===== src/logic/smf_pkg.sv =====
/*
  Shared constants and types for the four-select serial master.
  Assumes a single system clock; used by the master, its port checker and the bench.
*/
package smf_pkg;

  // ********************************
  // widths and counts
  // ********************************
  localparam int unsigned DATA_W     = 32;  // longest character
  localparam int unsigned LEN_W      = 5;   // char length minus one, 1..32 bits
  localparam int unsigned FRAME_W    = 12;  // frame length minus one, 1..4096 chars
  localparam int unsigned DIV_W      = 16;  // bit clock half-period divider
  localparam int unsigned CS_N       = 4;   // slave selects
  localparam int unsigned CS_SEL_W   = 2;
  localparam int unsigned DLY_W      = 2;   // select-to-data delay, 0..3 bit clocks
  localparam int unsigned FIFO_DEPTH = 16;

  // ********************************
  // reset values
  // ********************************
  localparam logic [CS_N-1:0] CS_RESET   = 4'hf;  // all selects released, active low
  localparam logic            SCLK_RESET = 1'b0;
  localparam logic            TX_RESET   = 1'b0;

  // settings held steady for one frame
  typedef struct packed {
    logic [CS_SEL_W-1:0] sel;
    logic [LEN_W-1:0]    len_m1;
    logic [FRAME_W-1:0]  frame_m1;
    logic [DLY_W-1:0]    delay;
    logic                cpol;
    logic                cpha;
    logic                cs_high;
    logic                loopback;
  } smf_cfg_t;

  typedef enum logic [2:0] {
    ST_IDLE,
    ST_LOAD,
    ST_LEAD,
    ST_SHIFT,
    ST_TAIL
  } smf_state_t;

endpackage


===== src/logic/smf_fifo.sv =====
/*
  Synchronous FIFO with registered read data and a registered ready.
  Assumes one clock and a synchronous active-low reset.
*/
`timescale 1ns/1ps
module smf_fifo #(
  parameter int unsigned WIDTH = 32,
  parameter int unsigned DEPTH = 16
) (
  input  wire logic             sys_clk,   // system clock
  input  wire logic             resetn,    // sync reset, active low
  input  wire logic [WIDTH-1:0] in_data,   // write data
  input  wire logic             in_valid,  // write request
  output logic                  in_ready,  // room for a word
  output logic      [WIDTH-1:0] out_data,  // head word
  output logic                  out_valid, // head word present
  input  wire logic             out_ready  // consumer takes head
);
  localparam int unsigned AW = $clog2(DEPTH);

  logic [WIDTH-1:0] mem [DEPTH];
  logic [AW-1:0]    wp_q, wp_d, rp_q, rp_d;
  logic [AW:0]      cnt_q, cnt_d;
  logic [WIDTH-1:0] od_q, od_d;
  logic             ov_q, ov_d, rdy_q, rdy_d;
  logic             push, pop;

  always_comb begin
    push  = in_valid && rdy_q;
    // refill the output register whenever it is empty or being taken
    pop   = (cnt_q != '0) && (!ov_q || out_ready);
    wp_d  = push ? wp_q + 1'b1 : wp_q;
    rp_d  = pop ? rp_q + 1'b1 : rp_q;
    cnt_d = cnt_q + (AW+1)'(push) - (AW+1)'(pop);
    od_d  = pop ? mem[rp_q] : od_q;
    ov_d  = pop ? 1'b1 : (out_ready ? 1'b0 : ov_q);
    rdy_d = cnt_d != (AW+1)'(DEPTH);
  end

  always_ff @(posedge sys_clk) begin
    if (!resetn) begin
      wp_q  <= '0;
      rp_q  <= '0;
      cnt_q <= '0;
      od_q  <= '0;
      ov_q  <= 1'b0;
      rdy_q <= 1'b1;
    end else begin
      wp_q  <= wp_d;
      rp_q  <= rp_d;
      cnt_q <= cnt_d;
      od_q  <= od_d;
      ov_q  <= ov_d;
      rdy_q <= rdy_d;
    end
  end

  always_ff @(posedge sys_clk) begin
    if (push) begin
      mem[wp_q] <= in_data;
    end
  end

  assign in_ready  = rdy_q;
  assign out_data  = od_q;
  assign out_valid = ov_q;
endmodule


===== src/logic/smf_spi_master.sv =====
/*
  Four-select serial master: shifts characters of 1..32 bits out and in,
  frames of 1..4096 characters, bit clock from a programmable divider.
  Assumes the processor writes transmit words into the port and reads
  received words from it; all inputs except the receive pin are on sys_clk.
*/
`timescale 1ns/1ps
module smf_spi_master #(
  parameter int unsigned FIFO_DEPTH = smf_pkg::FIFO_DEPTH
) (
  input  wire logic                         sys_clk,               // 125 MHz system clock
  input  wire logic                         resetn,                // sync reset, active low
  input  wire logic [smf_pkg::DIV_W-1:0]    clk_div,               // half bit period minus one, sys clocks
  input  wire logic [smf_pkg::LEN_W-1:0]    char_len_m1,           // character length minus one
  input  wire logic [smf_pkg::FRAME_W-1:0]  frame_len_m1,          // characters per frame minus one
  input  wire logic [smf_pkg::CS_SEL_W-1:0] cs_sel,                // which slave to address
  input  wire logic [smf_pkg::CS_N-1:0]     cs_active_high,        // per select: 1 active high, 0 active low
  input  wire logic [smf_pkg::CS_N-1:0]     clock_polarity_select, // per select idle clock level
  input  wire logic [smf_pkg::CS_N-1:0]     clock_phase_select,    // per select: 1 launch on leading edge
  input  wire logic [smf_pkg::DLY_W-1:0]    cs_delay,              // select-to-data bit clocks
  input  wire logic                         loopback,              // internal loopback
  input  wire logic                         char_irq_en,           // enable character interrupt
  input  wire logic                         start,                 // start frame pulse
  input  wire logic [smf_pkg::DATA_W-1:0]   tx_data,               // transmit word, right aligned
  input  wire logic                         tx_valid,              // transmit word offered
  output logic                              tx_ready,              // transmit buffer has room
  output logic      [smf_pkg::DATA_W-1:0]   rx_data_q,             // last received character
  output logic                              rx_valid_q,            // received character pulse
  output logic                              char_irq_q,            // character done interrupt pulse
  output logic                              busy_q,                // frame in progress
  output logic                              spi_clk_q,             // bit clock pin
  output logic                              spi_tx_q,              // transmit data pin
  output logic      [smf_pkg::CS_N-1:0]     slave_select_lines_q,  // select pins
  input  wire logic                         spi_rx                 // receive data pin
);

  // ********************************
  // transmit buffer
  // ********************************
  logic [smf_pkg::DATA_W-1:0] fifo_data;
  logic                       fifo_valid;
  logic                       fifo_take;

  // processor writes words here; no DMA request exists
  smf_fifo #(
    .WIDTH (smf_pkg::DATA_W),
    .DEPTH (FIFO_DEPTH)
  ) u_tx_fifo (
    .sys_clk   (sys_clk),
    .resetn    (resetn),
    .in_data   (tx_data),
    .in_valid  (tx_valid),
    .in_ready  (tx_ready),
    .out_data  (fifo_data),
    .out_valid (fifo_valid),
    .out_ready (fifo_take)
  );

  // ********************************
  // receive pin synchroniser
  // ********************************
  logic rx_s1_q, rx_s2_q;

  always_ff @(posedge sys_clk) begin
    if (!resetn) begin
      rx_s1_q <= 1'b0;
      rx_s2_q <= 1'b0;
    end else begin
      rx_s1_q <= spi_rx;
      rx_s2_q <= rx_s1_q;
    end
  end

  // ********************************
  // frame sequencer
  // ********************************
  smf_pkg::smf_state_t        st_q, st_d;
  smf_pkg::smf_cfg_t          cfg_q, cfg_d;
  logic [smf_pkg::DIV_W-1:0]  div_q, div_d;
  logic                       ph_q, ph_d;         // 0 idle half, 1 after leading edge
  logic [smf_pkg::LEN_W-1:0]  bit_q, bit_d;
  logic [smf_pkg::FRAME_W-1:0] chr_q, chr_d;
  logic [2:0]                 lead_q, lead_d;     // half periods of select lead
  logic [smf_pkg::DATA_W-1:0] tsh_q, tsh_d, rsh_q, rsh_d;
  logic [smf_pkg::DATA_W-1:0] rxd_d;
  logic                       rxv_d, irq_d, busy_d, sclk_d, stx_d;
  logic [smf_pkg::CS_N-1:0]   cs_d;
  logic                       tick, rx_bit, last_bit, char_done, sel_on;

  function automatic logic [smf_pkg::CS_N-1:0] cs_levels(
    input logic [smf_pkg::CS_SEL_W-1:0] sel,
    input logic                         on,
    input logic [smf_pkg::CS_N-1:0]     high
  );
    logic [smf_pkg::CS_N-1:0] lv;
    lv = ~high;
    if (on) begin
      lv[sel] = high[sel];
    end
    return lv;
  endfunction

  always_comb begin
    st_d     = st_q;
    cfg_d    = cfg_q;
    div_d    = div_q;
    ph_d     = ph_q;
    bit_d    = bit_q;
    chr_d    = chr_q;
    lead_d   = lead_q;
    tsh_d    = tsh_q;
    rsh_d    = rsh_q;
    rxd_d    = rx_data_q;
    rxv_d    = 1'b0;
    irq_d    = 1'b0;
    fifo_take = 1'b0;
    char_done = 1'b0;
    sel_on   = 1'b1;
    // loopback takes the pin value back without touching the rx pin
    rx_bit   = cfg_q.loopback ? spi_tx_q : rx_s2_q;
    last_bit = bit_q == cfg_q.len_m1;
    // divider runs only while a frame is active
    tick     = div_q == clk_div;
    div_d    = (st_q == smf_pkg::ST_IDLE || st_q == smf_pkg::ST_LOAD || tick) ? '0 : div_q + 1'b1;

    unique case (st_q)
      smf_pkg::ST_IDLE: begin
        sel_on = 1'b0;
        if (start) begin
          cfg_d.sel      = cs_sel;
          cfg_d.len_m1   = char_len_m1;
          cfg_d.frame_m1 = frame_len_m1;
          cfg_d.delay    = cs_delay;
          cfg_d.cpol     = clock_polarity_select[cs_sel];
          cfg_d.cpha     = clock_phase_select[cs_sel];
          cfg_d.cs_high  = cs_active_high[cs_sel];
          cfg_d.loopback = loopback;
          chr_d          = '0;
          lead_d         = {cs_delay, 1'b0};
          st_d           = smf_pkg::ST_LOAD;
        end
      end
      smf_pkg::ST_LOAD: begin
        // select held and clock idle while waiting for the processor
        if (fifo_valid) begin
          fifo_take = 1'b1;
          tsh_d     = fifo_data;
          rsh_d     = '0;
          bit_d     = '0;
          ph_d      = 1'b0;
          st_d      = (lead_q != '0) ? smf_pkg::ST_LEAD : smf_pkg::ST_SHIFT;
        end
      end
      smf_pkg::ST_LEAD: begin
        if (tick) begin
          lead_d = lead_q - 1'b1;
          if (lead_q == 3'h1) begin
            st_d = smf_pkg::ST_SHIFT;
          end
        end
      end
      smf_pkg::ST_SHIFT: begin
        if (tick) begin
          ph_d = ~ph_q;
          if (!ph_q) begin
            // leading edge: sample in phase 0, launch in phase 1
            if (cfg_q.cpha) begin
              if (bit_q != '0) begin
                tsh_d = {tsh_q[smf_pkg::DATA_W-2:0], 1'b0};
              end
            end else begin
              rsh_d = {rsh_q[smf_pkg::DATA_W-2:0], rx_bit};
            end
          end else begin
            // trailing edge
            if (cfg_q.cpha) begin
              rsh_d = {rsh_q[smf_pkg::DATA_W-2:0], rx_bit};
            end else if (!last_bit) begin
              tsh_d = {tsh_q[smf_pkg::DATA_W-2:0], 1'b0};
            end
            bit_d = bit_q + 1'b1;
            if (last_bit) begin
              char_done = 1'b1;
            end
          end
        end
        if (char_done) begin
          rxd_d = cfg_q.cpha ? {rsh_q[smf_pkg::DATA_W-2:0], rx_bit} : rsh_q;
          rxv_d = 1'b1;
          irq_d = char_irq_en;
          lead_d = '0;
          chr_d = chr_q + 1'b1;
          st_d  = (chr_q == cfg_q.frame_m1) ? smf_pkg::ST_TAIL : smf_pkg::ST_LOAD;
        end
      end
      smf_pkg::ST_TAIL: begin
        // half a bit period of hold before the select lets go
        if (tick) begin
          st_d = smf_pkg::ST_IDLE;
        end
      end
    endcase

    busy_d = st_d != smf_pkg::ST_IDLE;
    // only this block drives the bit clock and selects
    sclk_d = (st_d == smf_pkg::ST_SHIFT) ? (cfg_d.cpol ^ ph_d) : cfg_d.cpol;
    cs_d   = cs_levels(cfg_d.sel, busy_d, cs_active_high);
    if (busy_d) begin
      cs_d[cfg_d.sel] = cfg_d.cs_high;
    end
    stx_d  = busy_d ? tsh_d[cfg_d.len_m1] : smf_pkg::TX_RESET;
  end

  always_ff @(posedge sys_clk) begin
    if (!resetn) begin
      st_q                 <= smf_pkg::ST_IDLE;
      cfg_q                <= '0;
      div_q                <= '0;
      ph_q                 <= 1'b0;
      bit_q                <= '0;
      chr_q                <= '0;
      lead_q               <= '0;
      tsh_q                <= '0;
      rsh_q                <= '0;
      rx_data_q            <= '0;
      rx_valid_q           <= 1'b0;
      char_irq_q           <= 1'b0;
      busy_q               <= 1'b0;
      spi_clk_q            <= smf_pkg::SCLK_RESET;
      spi_tx_q             <= smf_pkg::TX_RESET;
      slave_select_lines_q <= smf_pkg::CS_RESET;
    end else begin
      st_q                 <= st_d;
      cfg_q                <= cfg_d;
      div_q                <= div_d;
      ph_q                 <= ph_d;
      bit_q                <= bit_d;
      chr_q                <= chr_d;
      lead_q               <= lead_d;
      tsh_q                <= tsh_d;
      rsh_q                <= rsh_d;
      rx_data_q            <= rxd_d;
      rx_valid_q           <= rxv_d;
      char_irq_q           <= irq_d;
      busy_q               <= busy_d;
      spi_clk_q            <= sclk_d;
      spi_tx_q             <= stx_d;
      slave_select_lines_q <= cs_d;
    end
  end
endmodule


===== config.mk =====
export PLATFORM = sky130hd
export DESIGN_NAME = smf_spi_master
export DESIGN_NICKNAME = d
export VERILOG_FILES = /design/src/logic/smf_pkg.sv /design/src/logic/smf_fifo.sv /design/src/logic/smf_spi_master.sv
export SDC_FILE = /design/constraint.sdc
export NUM_CORES = 1
export LEC_CHECK = 0
export ABC_AREA = 0
export BUFFER_PORTS_ARGS = -buffer_cell sky130_fd_sc_hd__buf_2
export CORE_UTILIZATION = 45
export CTS_CLUSTER_SIZE = 24
export DETAILED_ROUTE_END_ITERATION = 8
export PLACE_DENSITY = 0.74
export SLEW_MARGIN = 5
export SYNTH_ARGS = -nofsm -noshare
export SYNTH_HDL_FRONTEND = slang
export SYNTH_SLANG_ARGS = --single-unit

===== constraint.sdc =====
create_clock -name sys_clk -period 4.1 [get_ports sys_clk]
set_input_delay 0.615 -clock sys_clk [delete_from_list [all_inputs] [get_ports sys_clk]]
set_output_delay 0.615 -clock sys_clk [all_outputs]
set_load 0.1 [all_outputs]

# [Word level (Yosys, flattened, before mapping)]
# Memory sizes are Yosys's and may differ from the RTL's. A register that Yosys moved wholly into a read port is not among the register bits.
# Cells that the tools add are included.
[word_totals] wordCells=159 inputBits=88 ram_bits=512 memories=1 out_inout_bits=42 register_bits=187
[mem_list] name="u_tx_fifo.mem" words=16 word_bits=32 rd=1 rd_clocked_by_memory_dff=1 wr=1 line="smf_fifo.sv:21" rtl="logic [WIDTH-1:0] mem [DEPTH];"
[classes] add_sub_neg=8 eq_ne=17 muxes=68 bitwise_logic=4 n_lt_le_gt_ge=4 reduce_logical=27
[op_table] cell="32-bit two-way mux" n=12
[op_table] cell="32-bit one-hot mux with 2 select lines" n=2
[op_table] cell="25-bit two-way mux" n=2
[op_table] cell="3-bit two-way mux" n=10
[op_table] cell="12-bit two-way mux" n=2
[op_table] cell="12-bit one-hot mux with 2 select lines" n=1
[op_table] cell="1-bit two-way mux" n=22
[op_table] cell="16-bit by 1-bit adder with 16-bit output, second input constant" n=1
[op_table] cell="16-bit equality test" n=1
[op_table] cell="5-bit two-way mux" n=3
[op_table] cell="3-bit one-hot mux with 5 select lines" n=1
[op_table] cell="12-bit by 1-bit adder with 12-bit output, second input constant" n=1
[op_table] cell="12-bit equality test" n=1
[op_table] cell="4-bit AND reduction" n=3
[op_table] cell="2-bit != test, second input constant" n=5
[op_table] cell="5-bit one-hot mux with 2 select lines" n=1
[op_table] cell="5-bit nonzero test" n=2
[op_table] cell="3-bit by 2-bit equality test with 1-bit output, second input constant" n=3
[op_table] cell="3-bit one-hot mux with 3 select lines" n=1
[op_table] cell="3-bit nonzero test" n=3
[op_table] cell="4-bit by 1-bit adder with 4-bit output, second input constant" n=2
[op_table] cell="1-bit binary-select mux with 2-bit select" n=4
[op_table] cell="4-bit bitwise mux" n=2
[op_table] cell="4-bit two-way mux" n=2
[op_table] cell="27 further kinds" n=41

# [Depth between registers and ports, before layout]
[depth] depth_word=12 depth_mapped=17

# [By module]
# From an unflattened synthesis, not the netlist that was laid out.
[hier_totals] cells_unflattened=1816 hier_area_um2=29106.7
[by_module_without_submodules] module="smf_fifo" cells_each=954 n_inst=1 area_per_inst_um2=21401.8
[by_module_without_submodules] module="smf_spi_master" cells_each=862 n_inst=1 area_per_inst_um2=7704.9

# [Least setup slack after synthesis]
# No wires, ideal clock.
[synth_timing] path_kind="register to register" startpoint="reg u_tx_fifo.rdy_q, in the netlist u_tx_fifo.in_ready" endpoint="mem u_tx_fifo.mem[3][0] (enable)" arrival_time_ps=3822 stages_incl_launch_ff=5 slack_ps=-183 period_less_slack_ps=4283 path_cell_list="dfxtp_1 > and2_1 > clkbuf_1 > nand2_1 > nor3_1"
[synth_via] elab_chain_len=3
[synth_lines] item="from (decl)" line="smf_fifo.sv:25" rtl="logic ov_q, ov_d, rdy_q, rdy_d;"
[synth_lines] item="from (signal assigned)" line="smf_fifo.sv:54" rtl="rdy_q <= rdy_d;"
[synth_lines] item="1-bit logical AND" line="smf_fifo.sv:29" rtl="push = in_valid && rdy_q;"
[synth_lines] item="net u_tx_fifo.push" line="smf_fifo.sv:26" rtl="logic push, pop;"
[synth_lines] item="1-bit two-way mux" line="smf_fifo.sv:59" rtl="if (push) begin"
[synth_lines] item="1-bit two-way mux (not written as such)" line="smf_fifo.sv:60" rtl="mem[wp_q] <= in_data;"
[synth_lines] item="to (decl)" line="smf_fifo.sv:21"
# The timed path passes the listed nets, and every way through them passes these cells.

# [Final worst setup path]
[layout_timing] startpoint="reg bit_q[0] (netlist name)" endpoint="reg spi_tx_q"
[layout_via] elab_chain_len=9 elab_cells_between_ends=19 cone_classes="1 x eq/ne; 15 x mux; 3 x reduce/logical"
[layout_lines] item="from (decl)" line="smf_spi_master.sv:81" rtl="logic [smf_pkg::LEN_W-1:0] bit_q, bit_d;"
[layout_lines] item="from (signal assigned)" line="smf_spi_master.sv:237" rtl="bit_q <= bit_d;"
[layout_lines] item="parallel branches: the longest is 9 deep, another holds 32-bit two-way mux"
[layout_lines] item="to (signal assigned)" line="smf_spi_master.sv:230" rtl="spi_tx_q <= smf_pkg::TX_RESET;"
[layout_lines] item="to (signal assigned)" line="smf_spi_master.sv:247" rtl="spi_tx_q <= stx_d;"
[layout_lines] item="to (decl)" line="smf_spi_master.sv:32" rtl="output logic spi_tx_q,"
# Several ways; the timed one is not identified. The select of a mux whose other input is x is not followed.
# A chain may end at the register's enable or synchronous reset.

==> results by group <==
Outcome
  • Status: complete, no violations

STA
  • Pins Over Slew Limit: 0
  • Max Clock Freq: roughly 300 MHz
  • RSZ-0062 raised after global routing: false
  • Final setup fails: 0
  • Worst-margin pin slew: 1.300 ns
  • Slew Limit Headroom: between 10% and 20%
  • Final clock skew: between 0.02 and 0.03 ns
  • Setup_tns: 0 ns
  • Final hold vios: 0
  • Final min period: 3.331 ns
  • Final Cycle Share: 81.23%

Power and ir drop
  • Pwr dens: ~580 nW/um2
  • Flop pwr share: approximately 45%
  • Maximum vdd drop: around 0.38 mV
  • Internal power: 14.18 mW
  • Leakage: between 10 and 15 nW
  • Sw Share: between 20% and 30%
  • Gate power share: about a fifth
  • Final total power: ~19 mW
  • Clock group share of total power: between 30% and 40%
  • Switching Power: just over 5 mW

Floorplan
  • IO Pins: 130
  • Die width: around 260 um
  • Die Area: ~65000 um2
  • Placeable Area: 63310 um2
  • Cell Rows: 92
  • Starting Density: a little under half
  • Die Height: around 260 um

Synthesis
  • Post-synthesis instance area: around 29000 um2
  • Top post-synthesis cells by count: edfxtp_1 (512), dfxtp_1 (217), nand2_1 (174), mux4_2 (163), nor2_1 (76)
  • Post-synth top area share: a little over half
  • Synthesized instance count: around 1800
  • Ys Warns: 0
  • Count leader, synth: edfxtp_1
  • Synth area leaders: edfxtp_1 (53%), dfxtp_1 (15%), mux4_2 (13%)
  • Yosys reg bits: 729
  • Post-synth ARST share: 0%
  • Syn Nets: roughly 1900
  • Avg Cell Area, Syn: 15.82 um2
  • Area leader, netlist: edfxtp_1
  • Cell variety after synth: 54
  • Top FF cell, synth: edfxtp_1
  • Post-synthesis sequential area ratio: between 60% and 70%
  • EDFF count, synth: 512

Clock tree
  • Post CTS Setup Buffer Count: 0
  • Bufs on Longest Clock Path: 3
  • Clk sinks: about 730
  • Post-cts resize count: 0
  • CTS Hold Bufs: 0
  • Worst skew pair latency: ~0.63 ns
  • CTS tree: yes
  • Root Driver: clkbuf_16
  • Number of CTS-inserted buffers: 73
  • H-tree depth: 3
  • Reg clk slew, reported paths: about 0.06 ns

Setup path
  • Setup crit start kind: flop
  • Crit Path Max Fanout: 34
  • Crit end category: flop
  • Worst Path Class, Setup: reg -> reg
  • Critical Path AT: 3.89 ns
  • WP data required: between 4 and 5 ns

Placed design
  • Routability congestion estimate: roughly 0.86
  • Placed cells: 2741
  • Number of buffers added on ports: 129
  • HPWL Detailed: 37590 um
  • Placed instance area: 30870 um2

Cells and area
  • Final cell count without fillers: 2874
  • Net total in the final layout: 2077
  • Layout cells sized above 1: around a quarter
  • Design area: approximately 33000 um2
  • P&R area growth vs syn: 15.07%
  • Fillers: ~5000

Global route
  • Gr ovfl total: 0
  • Gr usage total: 20.03%
  • Initial antenna violation count: 3
  • Largest net degree at the start of global routing: 76
  • Number of global-route vias before repair: between 15000 and 20000
  • First-pass GRT wire length: around 100000 um

Drt
  • DRT Wirelength: 65060 um
  • Vias per std cell: approximately 5.7
  • TritonRoute pass-1 iters: 5
  • Vias after detailed routing: roughly 16000
  • # DRC: 0
  • DRT iter0 DRCs: about 1700
  • Wire per inst: between 20 and 25 um
  • Antenna Nets Post-Route: 0

Run
  • Max-Cap Viols: 0

Hold path
  • Worst min path class: in -> reg
[path summary, 6_finish.rpt]
check                                         to  slack, ns  depth (start not counted)                           startpoint
min reg2reg  u_tx_fifo.out_data[28]$_SDFFE_PN0P_       0.46                          2  u_tx_fifo.out_data[28]$_SDFFE_PN0P_
max                          spi_tx_q$_SDFF_PN0_       0.77                         12                bit_q[0]$_SDFFE_PN0P_
max reg2reg                  spi_tx_q$_SDFF_PN0_       0.77                         12                bit_q[0]$_SDFFE_PN0P_
min                           rx_s1_q$_SDFF_PN0_       0.22                          2                               spi_rx
[cells by family after synthesis]
group | after synthesis | synth area share (%)
AND/OR/NAND/NOR | 424 | 6.992
adder cells (fa/ha/maj) | 19 | 0.8459
buffers and inverters | 131 | 1.770
multiplexers | 214 | 14.46
AO/OA/AOI/OAI | 253 | 6.042
XOR/XNOR | 62 | 1.873
flip-flops | 729 | 68.02
[stage by stage]
stage          hold WS [ns]  setup slack (ns)  util (%)
2_1_floorplan        0.4119            0.6724         -
3_3_place_gp         0.4590            0.7614     48.75
3_5_place_dp         0.4576            0.7057     48.75
4_1_cts              0.1837            0.8457     52.68
5_1_grt              0.2150            0.5316     52.68
6_report             0.2153            0.7695     52.69
[metal layers]
metal | track usage, % | share of wire [%]
met4 | 6.687 | 2.6
met5 | 0 | 0.041
met2 | 33.76 | 50
met1 | 26.34 | 41
met3 | 3.426 | 6.3
[flip-flops by register name, summed over array words and instances (netlist names), 3 cells and up]
register / count
rsh_q: 32
lead_q: 3
u_tx_fifo.mem: 512
div_q: 16
u_tx_fifo.wp_q: 4
u_tx_fifo.cnt_q: 5
bit_q: 5
u_tx_fifo.out_data: 32
cfg_q: 23
tsh_q: 32
chr_q: 12
slave_select_lines_q: 4
st_q: 3
rx_data_q: 32
u_tx_fifo.rp_q: 4
[layout make-up]
class	instances	area (um2)	area share, %
antenna	3	7.507	0.02250
timing repair buffer	172	1084	3.248
clock inverter	31	456.7	1.369
tap	846	1059	3.173
multi-input combinational	972	8912	26.72
sequential	729	19730	59.15
clock buffer	99	2027	6.076
inverter	22	82.58	0.2476
[worst max-delay path, stage by stage (launching register included)]
cell and delay, ns:
dfxtp_1 0.36, inv_1 0.13, ha_1 0.16, nor4b_1 0.23, o21ai_0 0.10, o21ai_0 0.15
nor4b_4 0.09, nor2_2 0.98, a21oi_1 0.25, a221oi_1 0.38, o21ai_0 0.15, a21boi_1 0.16
o311a_1 0.14
[power groups by stage]
stage	combinational (mW)	sequential, mW	clock, mW
2_1_floorplan	2.76	8.70	0
3_3_place_gp	3.60	8.84	0
3_5_place_dp	3.70	8.86	0
4_1_cts	3.74	8.71	7.00
5_1_grt	4.00	8.76	7.28
6_report	3.70	8.71	6.89
[placed cells by master (no fill, tap or decap), drive strengths merged, types with 12 or more instances in the layout]
cell	Yosys	layout
a22oi	47	47
nor2b	58	58
a211oi	23	23
or3	12	12
xor2	29	29
nor2	77	77
nor3	16	16
a21boi	37	37
nand3	18	18
o21ai	20	20
clkinv	0	17
edfxtp	512	512
a22o	19	19
mux4	163	163
o211a	14	14
clkbuf	73	99
ha	18	18
and2	22	22
nand2	174	174
dfxtp	217	217
nand4	16	16
buf	36	172
xnor2	33	33
inv	22	25
mux2i	43	43
a21oi	71	71
Note: power is estimated with default switching activity, not from simulation.
